===== src/hdl/rcsd_params.svh =====
// Register map, field positions, reset values and timing counts
`ifndef RCSD_PARAMS_SVH
`define RCSD_PARAMS_SVH

`define RCSD_OFS_SLEEP_LEN 32'h4000_0038
`define RCSD_OFS_WAKE_TIMING 32'h4000_003c
`define RCSD_OFS_FINE_CORR 32'h4000_0040
`define RCSD_OFS_BASE_CORR 32'h4000_0044
`define RCSD_OFS_DIAG_CTRL 32'h4000_0050
`define RCSD_OFS_DIAG_READ 32'h4000_0054
`define RCSD_OFS_ZONE_UPPER 32'h4000_0058
`define RCSD_OFS_ZONE_LOWER 32'h4000_005c
`define RCSD_OFS_ERR_FLAGS 32'h4000_0060

`define RCSD_FINE_CORR_W 10
`define RCSD_BASE_CORR_W 27
`define RCSD_ZONE_W 16
`define RCSD_HOLD_W 11
`define RCSD_ASSERT_W 11
`define RCSD_CLEAR_W 10

`define RCSD_ERR_FORMAT_BIT 11
`define RCSD_ERR_TXPTR_BIT 10
`define RCSD_ERR_RADIO_MEM_BIT 8
`define RCSD_ERR_CHMAP_BIT 7

`define RCSD_RESET_VALUE 32'h0000_0000

`define RCSD_SYS_CLK_HZ 50000000
`define RCSD_LP_CLK_HZ 32768
`define RCSD_LP_DIV (`RCSD_SYS_CLK_HZ / `RCSD_LP_CLK_HZ)

`endif


===== src/hdl/rcsd_pkg.sv =====
// Types shared by the sleep and diagnostic register block
package rcsd_pkg;

  typedef struct packed {
    logic [10:0] hold;
    logic [10:0] assert_lead;
    logic [9:0] clear_lead;
  } rcsd_wake_timing_t;

  typedef struct packed {
    logic enable;
    logic reserved;
    logic [5:0] select;
  } rcsd_diag_ctrl_t;

  typedef enum logic [1:0] {
    RCSD_ACTIVE,
    RCSD_SLEEP,
    RCSD_EXT_HOLD
  } rcsd_sleep_state_t;

endpackage


===== src/hdl/rcsd_regs.sv =====
// Sleep measurement, wake interrupt timing, diagnostic ports and error flags
// Overview of operation
// - Clear sleep count at start, count lp ticks
// - External wake holds irq for hold cycles
// - Assert irq assert-lead cycles before timer expiry
// - Clear irq clear-lead cycles before timer expiry
// - Ten-bit read/write fine phase correction
// - Twenty-seven-bit read/write base time correction
// - Disabled diagnostic port drives all zeros
// - Enabled port shows selected internal signal group
// - Readback returns four live debug buses
// - Sixteen-bit read/write debug zone upper limit
// - Sixteen-bit read/write debug zone lower limit
// - Flag bit 11 on invalid format
// - Flag bit 10 on null transmit pointer
// - Flag bit 8 on late memory access
// - Flag bit 7 on channel count mismatch
// - Zero sleep target means unlimited sleep
//
// Local design decision: the Avalon-MM slave port.
`timescale 1ns/1ps
`include "rcsd_params.svh"

module rcsd_regs
  import rcsd_pkg::*;
#(
  parameter int LP_DIV = `RCSD_LP_DIV,
  parameter int CHMAP_W = 37,
  parameter int TXPTR_W = 14
) (
  input wire logic clk_i,
  input wire logic rst_b_i,
  input wire logic [31:0] avs_address_i,
  input wire logic avs_read_i,
  input wire logic avs_write_i,
  input wire logic [31:0] avs_writedata_i,
  input wire logic [3:0] avs_byteenable_i,
  output logic [31:0] avs_readdata_o,
  output logic avs_waitrequest_o,
  input wire logic sleep_request_i,
  input wire logic ext_wake_i,
  input wire logic [31:0] sleep_length_target_i,
  output logic sleep_active_o,
  output logic lowpower_wake_irq_o,
  output logic [9:0] fine_count_correction_o,
  output logic [26:0] base_count_correction_o,
  output logic [15:0] zone_upper_limit_o,
  output logic [15:0] zone_lower_limit_o,
  input wire logic [63:0][7:0] diag_sources_i,
  output logic [3:0][7:0] debug_bus_o,
  input wire logic format_invalid_i,
  input wire logic cs_fetch_i,
  input wire logic [TXPTR_W-1:0] control_structure_tx_pointer_i,
  input wire logic radio_memory_late_i,
  input wire logic hop_start_i,
  input wire logic [CHMAP_W-1:0] channel_use_map_i,
  input wire logic [5:0] good_channel_count_i
);

  logic ack_reg;
  logic access;
  logic take;
  logic [31:0] wmask;
  logic [31:0] sleep_length_count_reg;
  rcsd_wake_timing_t wake_timing_reg;
  logic [9:0] fine_corr_reg;
  logic [26:0] base_corr_reg;
  rcsd_diag_ctrl_t [3:0] diag_ctrl_reg;
  logic [15:0] zone_upper_reg;
  logic [15:0] zone_lower_reg;
  logic [31:0] err_flags_reg;
  logic [31:0] err_flags_next;
  logic [31:0] rdata_next;
  logic [31:0] readdata_reg;
  logic [1:0] sleep_req_sync_reg;
  logic [1:0] ext_wake_sync_reg;
  logic sleep_req_prev_reg;
  logic [$clog2(LP_DIV+1)-1:0] lp_div_reg;
  logic lp_tick;
  rcsd_sleep_state_t state_reg;
  logic [10:0] hold_count_reg;
  logic irq_reg;
  logic [31:0] remaining;
  logic [6:0] ones_count;
  logic sleep_start;
  logic wake_seen;
  logic timed_tick;
  logic assert_hit;
  logic clear_hit;
  logic expiry_hit;
  logic hold_done;

  // One-cycle wait state; the request is taken at the edge with waitrequest low
  assign access = avs_read_i | avs_write_i;
  assign avs_waitrequest_o = access & ~ack_reg;
  assign take = access & ack_reg;
  assign avs_readdata_o = readdata_reg;

  always_ff @(posedge clk_i) begin
    if (!rst_b_i) begin
      ack_reg <= 1'b0;
    end else begin
      ack_reg <= access & ~ack_reg;
    end
  end

  // Byte-lane write mask
  genvar b;
  generate
    for (b = 0; b < 4; b++) begin : g_lane
      assign wmask[8*b +: 8] = {8{avs_byteenable_i[b]}};
    end
  endgenerate

  // Read mux; unmapped addresses read zero and ignore writes
  always_comb begin
    rdata_next = `RCSD_RESET_VALUE;
    case (avs_address_i)
      `RCSD_OFS_SLEEP_LEN: rdata_next = sleep_length_count_reg;
      `RCSD_OFS_WAKE_TIMING: rdata_next = wake_timing_reg;
      `RCSD_OFS_FINE_CORR: rdata_next = {22'h000000, fine_corr_reg};
      `RCSD_OFS_BASE_CORR: rdata_next = {5'h00, base_corr_reg};
      `RCSD_OFS_DIAG_CTRL: rdata_next = {diag_ctrl_reg[3] & 8'hbf, diag_ctrl_reg[2] & 8'hbf,
                                         diag_ctrl_reg[1] & 8'hbf, diag_ctrl_reg[0] & 8'hbf};
      `RCSD_OFS_DIAG_READ: rdata_next = debug_bus_o;
      `RCSD_OFS_ZONE_UPPER: rdata_next = {16'h0000, zone_upper_reg};
      `RCSD_OFS_ZONE_LOWER: rdata_next = {16'h0000, zone_lower_reg};
      `RCSD_OFS_ERR_FLAGS: rdata_next = err_flags_reg;
      default: rdata_next = `RCSD_RESET_VALUE;
    endcase
  end

  // Captured in the wait state so read data stand when waitrequest drops
  always_ff @(posedge clk_i) begin
    if (!rst_b_i) begin
      readdata_reg <= `RCSD_RESET_VALUE;
    end else if (avs_read_i && !ack_reg) begin
      readdata_reg <= rdata_next;
    end
  end

  // Software-written registers
  always_ff @(posedge clk_i) begin
    if (!rst_b_i) begin
      wake_timing_reg <= `RCSD_RESET_VALUE;
      fine_corr_reg <= 10'h000;
      base_corr_reg <= 27'h0000000;
      diag_ctrl_reg <= `RCSD_RESET_VALUE;
      zone_upper_reg <= 16'h0000;
      zone_lower_reg <= 16'h0000;
    end else if (take && avs_write_i) begin
      case (avs_address_i)
        `RCSD_OFS_WAKE_TIMING: begin
          wake_timing_reg <= (wake_timing_reg & ~wmask) | (avs_writedata_i & wmask);
        end
        `RCSD_OFS_FINE_CORR: begin
          fine_corr_reg <= (fine_corr_reg & ~wmask[9:0]) | (avs_writedata_i[9:0] & wmask[9:0]);
        end
        `RCSD_OFS_BASE_CORR: begin
          base_corr_reg <= (base_corr_reg & ~wmask[26:0]) | (avs_writedata_i[26:0] & wmask[26:0]);
        end
        `RCSD_OFS_DIAG_CTRL: begin
          diag_ctrl_reg <= (diag_ctrl_reg & ~wmask) | (avs_writedata_i & wmask & 32'hbfbf_bfbf);
        end
        `RCSD_OFS_ZONE_UPPER: begin
          zone_upper_reg <= (zone_upper_reg & ~wmask[15:0]) | (avs_writedata_i[15:0] & wmask[15:0]);
        end
        `RCSD_OFS_ZONE_LOWER: begin
          zone_lower_reg <= (zone_lower_reg & ~wmask[15:0]) | (avs_writedata_i[15:0] & wmask[15:0]);
        end
        default: begin
        end
      endcase
    end
  end

  assign fine_count_correction_o = fine_corr_reg;
  assign base_count_correction_o = base_corr_reg;
  assign zone_upper_limit_o = zone_upper_reg;
  assign zone_lower_limit_o = zone_lower_reg;

  // Diagnostic ports, registered so the readback matches the pins exactly
  genvar p;
  generate
    for (p = 0; p < 4; p++) begin : g_diag
      always_ff @(posedge clk_i) begin
        if (!rst_b_i) begin
          debug_bus_o[p] <= 8'h00;
        end else if (diag_ctrl_reg[p].enable) begin
          debug_bus_o[p] <= diag_sources_i[diag_ctrl_reg[p].select];
        end else begin
          debug_bus_o[p] <= 8'h00;
        end
      end
    end
  endgenerate

  // Pin synchronisers
  always_ff @(posedge clk_i) begin
    if (!rst_b_i) begin
      sleep_req_sync_reg <= 2'b00;
      ext_wake_sync_reg <= 2'b00;
      sleep_req_prev_reg <= 1'b0;
    end else begin
      sleep_req_sync_reg <= {sleep_req_sync_reg[0], sleep_request_i};
      ext_wake_sync_reg <= {ext_wake_sync_reg[0], ext_wake_i};
      sleep_req_prev_reg <= sleep_req_sync_reg[1];
    end
  end

  // Low-power clock as an enable pulse from a divider
  always_ff @(posedge clk_i) begin
    if (!rst_b_i) begin
      lp_div_reg <= '0;
    end else if (lp_tick) begin
      lp_div_reg <= '0;
    end else begin
      lp_div_reg <= lp_div_reg + 1'b1;
    end
  end

  assign lp_tick = (lp_div_reg == ($clog2(LP_DIV+1))'(LP_DIV - 1));

  // Cycles left before the sleep timer expires
  assign remaining = sleep_length_target_i - sleep_length_count_reg;
  // Rising edge of the synchronised request opens a phase
  assign sleep_start = sleep_req_sync_reg[1] & ~sleep_req_prev_reg;
  assign wake_seen = ext_wake_sync_reg[1];

  // Zero target never expires; only a wake request ends the phase
  assign timed_tick = lp_tick & (sleep_length_target_i != 32'h0000_0000);
  assign assert_hit = timed_tick & (remaining == {21'h000000, wake_timing_reg.assert_lead} + 32'h0000_0001);
  assign clear_hit = timed_tick & (remaining == {22'h000000, wake_timing_reg.clear_lead} + 32'h0000_0001);
  assign expiry_hit = timed_tick & (remaining == 32'h0000_0001);
  // Relies on software keeping hold above the clear lead; zero acts like one
  assign hold_done = lp_tick & (hold_count_reg + 11'h001 >= wake_timing_reg.hold);

  // Sleep phase sequencing
  always_ff @(posedge clk_i) begin
    if (!rst_b_i) begin
      state_reg <= RCSD_ACTIVE;
      hold_count_reg <= 11'h000;
    end else begin
      case (state_reg)
        RCSD_ACTIVE: begin
          if (sleep_start) begin
            state_reg <= RCSD_SLEEP;
          end
        end
        RCSD_SLEEP: begin
          // A tick on the wake edge is dropped; the hold counts whole ticks after it
          if (wake_seen) begin
            state_reg <= RCSD_EXT_HOLD;
            hold_count_reg <= 11'h000;
          end else if (expiry_hit) begin
            state_reg <= RCSD_ACTIVE;
          end
        end
        RCSD_EXT_HOLD: begin
          if (hold_done) begin
            state_reg <= RCSD_ACTIVE;
          end else if (lp_tick) begin
            hold_count_reg <= hold_count_reg + 11'h001;
          end
        end
        default: begin
          state_reg <= RCSD_ACTIVE;
        end
      endcase
    end
  end

  // Count is left alone outside sleep so software can read the last phase
  // A wake request freezes it at the wake instant
  always_ff @(posedge clk_i) begin
    if (!rst_b_i) begin
      sleep_length_count_reg <= 32'h0000_0000;
    end else if (state_reg == RCSD_ACTIVE && sleep_start) begin
      sleep_length_count_reg <= 32'h0000_0000;
    end else if (state_reg == RCSD_SLEEP && !wake_seen && lp_tick) begin
      sleep_length_count_reg <= sleep_length_count_reg + 32'h0000_0001;
    end
  end

  // Wake interrupt; a clear lead hit beats an assert lead hit in one tick
  always_ff @(posedge clk_i) begin
    if (!rst_b_i) begin
      irq_reg <= 1'b0;
    end else if (state_reg == RCSD_ACTIVE && sleep_start) begin
      irq_reg <= 1'b0;
    end else if (state_reg == RCSD_SLEEP && wake_seen) begin
      irq_reg <= 1'b1;
    end else if (state_reg == RCSD_SLEEP && clear_hit) begin
      irq_reg <= 1'b0;
    end else if (state_reg == RCSD_SLEEP && assert_hit) begin
      irq_reg <= 1'b1;
    end else if (state_reg == RCSD_EXT_HOLD && hold_done) begin
      irq_reg <= 1'b0;
    end
  end

  assign sleep_active_o = (state_reg == RCSD_SLEEP);
  assign lowpower_wake_irq_o = irq_reg;

  // Ones in the channel use map
  always_comb begin
    ones_count = 7'h00;
    for (int i = 0; i < CHMAP_W; i++) begin
      ones_count = ones_count + {6'h00, channel_use_map_i[i]};
    end
  end

  // Sticky error flags, cleared by a read; a new event beats the clear
  always_comb begin
    err_flags_next = err_flags_reg;
    // Clear only what the read returned, so a flag raised in the wait state survives
    if (take && avs_read_i && avs_address_i == `RCSD_OFS_ERR_FLAGS) begin
      err_flags_next = err_flags_reg & ~readdata_reg;
    end
    if (format_invalid_i) begin
      err_flags_next[`RCSD_ERR_FORMAT_BIT] = 1'b1;
    end
    if (cs_fetch_i && control_structure_tx_pointer_i == '0) begin
      err_flags_next[`RCSD_ERR_TXPTR_BIT] = 1'b1;
    end
    if (radio_memory_late_i) begin
      err_flags_next[`RCSD_ERR_RADIO_MEM_BIT] = 1'b1;
    end
    if (hop_start_i && ones_count != {1'b0, good_channel_count_i}) begin
      err_flags_next[`RCSD_ERR_CHMAP_BIT] = 1'b1;
    end
  end

  always_ff @(posedge clk_i) begin
    if (!rst_b_i) begin
      err_flags_reg <= `RCSD_RESET_VALUE;
    end else begin
      err_flags_reg <= err_flags_next;
    end
  end

endmodule // rcsd_regs


===== config.mk =====
export PLATFORM = sky130hd
export DESIGN_NAME = rcsd_regs
export DESIGN_NICKNAME = d
export VERILOG_FILES = /design/src/hdl/rcsd_pkg.sv /design/src/hdl/rcsd_regs.sv
export VERILOG_INCLUDE_DIRS = /design/src /design/src/hdl
export SDC_FILE = /design/constraint.sdc
export NUM_CORES = 1
export LEC_CHECK = 0
export BUFFER_PORTS_ARGS = -buffer_cell sky130_fd_sc_hd__buf_2
export CAP_MARGIN = 20
export CORE_AREA = 2 2 320 322
export CTS_BUF_LIST = sky130_fd_sc_hd__clkbuf_4 sky130_fd_sc_hd__clkbuf_8
export DETAILED_ROUTE_END_ITERATION = 6
export DIE_AREA = 0 0 322 324
export SLEW_MARGIN = 20
export SYNTH_ARGS = -nofsm -noshare
export SYNTH_HDL_FRONTEND = slang
export SYNTH_SLANG_ARGS = --single-unit

===== constraint.sdc =====
create_clock -name clk_i -period 5.8 [get_ports clk_i]
set_input_delay 1.16 -clock clk_i [delete_from_list [all_inputs] [get_ports clk_i]]
set_output_delay 1.16 -clock clk_i [all_outputs]
set_load 0.005 [all_outputs]

==> out/qor.csv, run 1 <==
metric;value;unit
worst_reg2reg_setup_slack;1.77;ns
first_global_vias;29300;
ant_nets;0;
number_of_buffers_inserted_by_hold_repair_at_cts;0;
total_negative_setup_slacks;0;ns
post_drt_via_cell_ratio;6.18;
groute.layer.met2.usage;47.9;%
finalCriticalPeriod;5.42;ns
synth_largest_type_area_fraction;47.5;%
grt.busiest_layer;met2;
clock_group_share_of_total_power;36.2;%
timing.critical_path.arrival;5.95;ns
achievable-frequency;0.185;GHz
static-leakage-power;13.2;nW
clock_tree.htree_level_count;2;
routability_congestion_estimate;0.963;
setup-violations-final;0;
ys_top_cells_by_area;sky130_fd_sc_hd__mux4_2 48%, sky130_fd_sc_hd__dfxtp_1 18%, sky130_fd_sc_hd__nand2_1 2.8%, sky130_fd_sc_hd__mux2i_1 2.6%, sky130_fd_sc_hd__nor2b_1 2.5%;
post_cts.repair.setup_buffers;0;
switching_power;1.98;mW
postSynthNetCount;3515;
horizontal_extent_of_the_die;322;microns
power_report.internal_total;4.42;mW
tritoncts.num_buffers;55;
grt_first_pass_wirelength;216;mm
ys_warn_count;0;
postCtsResizedCells;0;
post-dp-hpwl;124;mm
min_delay_worst_endpoint;err_flags_reg[3]$_SDFFE_PN0P_;
fin_util;38.3;%
layout_cells_excl_fill;4855;
synth_top_area_cell;sky130_fd_sc_hd__mux4_2;
unrepaired_setup_endpoints_after_global_routing;false;
area_delta_synth_final;21.6;%
critPathLaunchType;input port;
proportion_of_layout_cells_with_a_drive_suffix_above_1;48.7;%
drc;0;
clk_pin_slew_worst_paths;0.06;ns
synth-main-ff-cell;sky130_fd_sc_hd__dfxtp_1;
peakVddDrop;0.345;mV
clock_skew;0.0475;ns
crit-reg2reg-capture;state_reg[0]$_SDFFE_PN0P_;
finalHoldViolCount;0;
cts_root_buffer;sky130_fd_sc_hd__clkbuf_8;
detail_route.first_pass.iterations;6;
initialDrtViolationCount;3215;
floorplan.rows;117;
die_area;104000;sq um
worst_slew_margin_relative_to_its_limit;23.5;%
synth-edff-count;0;
rr_startpoint;sleep_length_count_reg[12]$_SDFFE_PP0P_;
worstHoldPathType;reg2reg;
worst-slew-pin-transition;1.13;ns
hold_path_startpoint;avs_readdata_o[3]$_SDFFE_PN0P_;
postSynthAreaPerCell;11.6;sq um
maxCapViolations;0;
seq_power_share;31.1;%
initial_core_util;31.5;%
mappedNetlistArea;31900;sq um
grt_util_all_layers;28.9;%
maximum_number_of_pins_on_one_net_before_global_route_repair;80;
congestion_overflow_gr;0;
postSynthRegisterBits;288;
grtUsageMet3;6.72;%
yosysSeqAreaShare;18.1;%
post_synth_inst_count;2752;
fp.coreArea;101000;sq um
post_drt_wl_per_cell;31.9;microns
hold_depth;1;
startpoint;channel_use_map_i[11];
nets;4191;
place.detailed.instances;4680;
slew_viol_final;0;
route.vias.total;30000;
criticalPathCategory;in2reg;
p_total;6.40;mW
placement.io_buffers;814;
worst-endpoint-required;6.33;ns
timing.final.crit_share;93.4;%
chipHeight;324;microns
p_per_area;165;nW/um^2
clock_latency;0.64;ns
p_sw_share;31.0;%
post_synth_num_cell_types;66;
clock_tree_from_tritoncts;built;
critical_path.max_fanout;3;
worst_setup_path_end_kind;register;
power.combinational.fraction;32.8;%
cts.path.max_buffers;3;
timing.reg2reg.worst_path_depth;12;
synth-async-reset-ratio;0;%
fin_hold_ws;0.411;ns
layout_commonest_cell;sky130_fd_sc_hd__buf_2;
tritoncts_num_sinks;288;
grt_antenna_before_repair;101;
grt_use_met1;34.4;%
postRouteWirelength;155;mm
layout.cells.most_common_list;813 x sky130_fd_sc_hd__buf_2, 672 x sky130_fd_sc_hd__mux4_2, 272 x sky130_fd_sc_hd__dfxtp_1;
io_pins;815;
run_status;finished, final reports clean;
## power groups by stage
stage	Combinational (mW)	Sequential, mW	Clock, mW
floorplan	1.20	2.03	0
global placement	2.04	2.03	0
detailed placement	2.09	2.03	0
CTS	2.09	1.99	2.36
global route	2.29	1.99	2.45
finish	2.10	1.99	2.31
## final cells by class
class	instances	area (sq um)
sequential	288	5820
fill	10100	62300
multi-input combinational	2096	24700
inverter	109	409
tap	1309	1640
timing repair buffer	878	4710
clock inverter	14	156
clock buffer	88	1110
antenna	73	183
## worst max path at each step
stage	end	cells after the start
2_1_floorplan	err_flags_reg[7]$_SDFFE_PN0P_	20
3_3_place_gp	err_flags_reg[7]$_SDFFE_PN0P_	21
3_5_place_dp	err_flags_reg[7]$_SDFFE_PN0P_	21
4_1_cts	err_flags_reg[7]$_SDFFE_PN0P_	21
5_1_grt	err_flags_reg[7]$_SDFFE_PN0P_	21
6_report	err_flags_reg[7]$_SDFFE_PN0P_	21
## synthesized netlist by cell type (21+ instances only)
cell type / n
sky130_fd_sc_hd__fa_1: 29
sky130_fd_sc_hd__a222oi_1: 21
sky130_fd_sc_hd__nand4_1: 31
sky130_fd_sc_hd__a22oi_1: 24
sky130_fd_sc_hd__nor2b_1: 126
sky130_fd_sc_hd__ha_1: 55
sky130_fd_sc_hd__a31oi_1: 21
sky130_fd_sc_hd__mux2i_1: 83
sky130_fd_sc_hd__nor3_1: 22
sky130_fd_sc_hd__buf_1: 71
sky130_fd_sc_hd__o21ai_0: 36
sky130_fd_sc_hd__xor2_1: 23
sky130_fd_sc_hd__nand2_1: 238
sky130_fd_sc_hd__xnor2_1: 79
sky130_fd_sc_hd__a21oi_1: 129
sky130_fd_sc_hd__nor4_1: 23
sky130_fd_sc_hd__a21boi_0: 83
sky130_fd_sc_hd__dfxtp_1: 288
sky130_fd_sc_hd__mux4_2: 672
sky130_fd_sc_hd__nor2_1: 97
sky130_fd_sc_hd__nand3_1: 91
sky130_fd_sc_hd__and3_1: 30
sky130_fd_sc_hd__inv_1: 109
sky130_fd_sc_hd__clkbuf_1: 180
## per-layer routing
layer  up-vias  share of wire, %
met1     15000                35
li1      12500                 -
met3       400               9.9
met4        32               5.9
met5         -              0.12
met2      2042                49
## per-stage QoR
step | setup WS, ns | cell area, sq um
3_5_place_dp | -0.315 | 37300
2_1_floorplan | 0.0249 | 31900
6_report | 0.385 | 38700
3_3_place_gp | -0.279 | 37300
5_1_grt | 0.0619 | 38700
4_1_cts | 0.383 | 38500
## critical path, cell delays in order
cell	delay [ns]
sky130_fd_sc_hd__buf_2	0.11
sky130_fd_sc_hd__fa_1	0.52
sky130_fd_sc_hd__inv_1	0.05
sky130_fd_sc_hd__fa_1	0.47
sky130_fd_sc_hd__inv_1	0.05
sky130_fd_sc_hd__fa_1	0.54
sky130_fd_sc_hd__fa_1	0.44
sky130_fd_sc_hd__fa_1	0.49
sky130_fd_sc_hd__inv_1	0.05
sky130_fd_sc_hd__fa_1	0.44
sky130_fd_sc_hd__fa_1	0.39
sky130_fd_sc_hd__inv_1	0.07
sky130_fd_sc_hd__a21oi_1	0.07
sky130_fd_sc_hd__o21bai_1	0.13
sky130_fd_sc_hd__a21o_1	0.18
sky130_fd_sc_hd__xnor2_1	0.13
sky130_fd_sc_hd__a21oi_1	0.08
sky130_fd_sc_hd__o21ai_0	0.20
sky130_fd_sc_hd__nand4_1	0.13
sky130_fd_sc_hd__a22oi_1	0.20
sky130_fd_sc_hd__nor2b_1	0.06
## cell families after synthesis
group                      Yosys count  synth area share (%)
AOI/OAI and AO/OA                  429                  9.22
xor gates and xnor gates           102                  2.80
adders and majority gates           84                  3.98
buffers and inverters              368                  4.38
DFF                                288                  18.1
muxes                              757                  50.2
and+or+nand+nor                    724                  11.3
Power figures use the tool's default switching activity.
==> run 2: changes to the inputs <==
--- a/config.mk
+++ b/config.mk
@@ -8,10 +8,10 @@
 export LEC_CHECK = 0
 export BUFFER_PORTS_ARGS = -buffer_cell sky130_fd_sc_hd__buf_2
 export CAP_MARGIN = 20
-export CORE_AREA = 2 2 320 322
+export CORE_AREA = 2 2 317 319
 export CTS_BUF_LIST = sky130_fd_sc_hd__clkbuf_4 sky130_fd_sc_hd__clkbuf_8
 export DETAILED_ROUTE_END_ITERATION = 6
-export DIE_AREA = 0 0 322 324
+export DIE_AREA = 0 0 319 321
 export SLEW_MARGIN = 20
 export SYNTH_ARGS = -nofsm -noshare
 export SYNTH_HDL_FRONTEND = slang
==> constraint.sdc (replaced) <==
create_clock -name clk_i -period 6.45 [get_ports clk_i]
set_input_delay 0 -clock clk_i [delete_from_list [all_inputs] [get_ports clk_i]]
set_output_delay 0 -clock clk_i [all_outputs]
set_load 0.005 [all_outputs]
==> out/qor.csv, run 2 (synthesized netlist as in run 1, its figures left out) <==
metric;value;unit
run_status;finished with violations;
failing_checks;DRC;
timing.final.crit_share;76.4;%
critPathLaunchType;input port;
route.vias.total;30200;
cp_common_cell;sky130_fd_sc_hd__fa_1;
floorplan.rows;116;
layout.cells.most_common_list;813 x sky130_fd_sc_hd__buf_2, 672 x sky130_fd_sc_hd__mux4_2, 272 x sky130_fd_sc_hd__dfxtp_1;
place.detailed.instances;4640;
clock_latency;0.68;ns
timing.critical_path.arrival;5.51;ns
cp_slowest_stage_delay;0.58;ns
worst-slew-pin-transition;1.10;ns
detail_route.first_pass.iterations;7;
post-dp-hpwl;122;mm
achievable-frequency;0.203;GHz
clock_tree_from_tritoncts;built;
io_pins;815;
tritoncts.num_buffers;55;
worst-endpoint-required;7.03;ns
routability_congestion_estimate;0.954;
post_drt_via_cell_ratio;6.21;
layout_commonest_cell;sky130_fd_sc_hd__buf_2;
p_per_area;143;nW/um^2
first_global_vias;29400;
chipHeight;321;microns
nets;4212;
number_of_buffers_inserted_by_hold_repair_at_cts;50;
total_negative_setup_slacks;0;ns
worst_path_dominant_cell_family;adder cells;
congestion_overflow_gr;0;
maxCapViolations;0;
post_drt_wl_per_cell;31.7;microns
static-leakage-power;13.2;nW
slew_viol_final;0;
proportion_of_layout_cells_with_a_drive_suffix_above_1;47.7;%
clk_pin_slew_worst_paths;0.06;ns
initialDrtViolationCount;3340;
finalCriticalPeriod;4.93;ns
clock_tree.htree_level_count;2;
criticalPathCategory;in2reg;
tritoncts_num_sinks;288;
worstHoldPathType;in2reg;
unrepaired_setup_endpoints_after_global_routing;false;
critical_path.max_fanout;4;
ant_nets;0;
horizontal_extent_of_the_die;319;microns
initial_core_util;32.1;%
cts_root_buffer;sky130_fd_sc_hd__clkbuf_8;
finalHoldViolCount;0;
die_area;102000;sq um
grt_util_all_layers;29.3;%
clock_skew;0.0721;ns
cts.path.max_buffers;3;
post_cts.repair.setup_buffers;0;
area_delta_synth_final;22.2;%
peakVddDrop;0.260;mV
postRouteWirelength;154;mm
layout_cells_excl_fill;4867;
postCtsResizedCells;0;
drc;1;
grt_antenna_before_repair;95;
maximum_number_of_pins_on_one_net_before_global_route_repair;131;
timing.critical_path.cells;buf_2, fa_1, fa_1, inv_1, fa_1, inv_1, fa_1, inv_1, fa_1, fa_1, inv_1, ha_1, a21oi_1, o21bai_1, a21o_1, nor3b_1, a21oi_1, o21ai_0, nand4_1, a22oi_1, dlygate4sd3_1, nor2b_1;
worst_setup_path_end_kind;register;
worst_slew_margin_relative_to_its_limit;26.1;%
setup-violations-final;0;
placement.io_buffers;814;
cp_slowest_cell;sky130_fd_sc_hd__dlygate4sd3_1;
grt_first_pass_wirelength;217;mm
worst-path-buf-inv;6;
fp.coreArea;99300;sq um
-- run 2: cell count changes in the layout (fill, tap and decap cells not counted), moves of 3 or more --
cell	previous run	this run
sky130_fd_sc_hd__buf_4	53	28
sky130_fd_sc_hd__clkinvlp_4	2	5
sky130_fd_sc_hd__buf_12	12	8
sky130_fd_sc_hd__dlygate4sd3_1	0	50
-- run 2: area by class of cell --
cell class,instances,area [sq um]
Fill cell,9825,60300
Multi-Input combinational cell,2096,24700
Sequential cell,288,5820
Timing Repair Buffer,899,4940
Tap cell,1298,1620
Clock buffer,84,1070
Inverter,109,409
Antenna cell,75,188
Clock inverter,18,179
-- run 2: power breakdown --
part	leakage [nW]	switching, mW	internal, mW
Combinational	10.3	0.876	0.867
Sequential	2.33	0.0109	1.78
Clock	0.647	0.900	1.15
Total	13.2	1.79	3.80
-- run 2: path summary, 6_finish.rpt --
kind                                                         startpoint                          endpoint  slack, ns  cells after the start
worst max register to register  sleep_length_count_reg[12]$_SDFFE_PP0P_         state_reg[0]$_SDFFE_PN0P_       2.17                     12
worst max-delay path                              channel_use_map_i[23]     err_flags_reg[7]$_SDFFE_PN0P_       1.52                     22
worst min-delay path                                    sleep_request_i  sleep_req_sync_reg[0]$_SDFF_PN0_       0.06                      3
worst min register to register           err_flags_reg[31]$_SDFFE_PN0P_    err_flags_reg[31]$_SDFFE_PN0P_       0.43                      2
-- run 2: worst register-to-register path: cells and delay by family, from the launching register on --
kind | cells | cell delay (ns)
simple gates | 6 | 2.19
compound gates | 4 | 0.95
fa+ha+maj | 1 | 0.49
flops | 1 | 0.47
buf+inv | 1 | 0.08
-- run 2: metal layers --
metal	up-vias	global-route usage, %	part of all wire [%]
met4	30	19.1	7.4
met5	-	0	0.13
met1	15100	34.8	35
met2	2051	48.4	47
met3	426	6.14	9.6
li1	12600	-	-
-- run 2: stage by stage --
step / hold WS [ns] / setup slack (ns) / util [%] / instance area (sq um) / power, mW
finish: 0.0624 / 1.52 / 39.2 / 38900 / 5.58
CTS: 0.0185 / 1.61 / 39.0 / 38800 / 5.62
global route: 0.0328 / 1.24 / 39.2 / 38900 / 5.88
floorplan: 0.127 / 1.83 / - / 31900 / 2.90
detailed placement: 0.214 / 1.42 / 37.3 / 37000 / 3.52
global placement: 0.211 / 1.47 / 37.3 / 37000 / 3.49
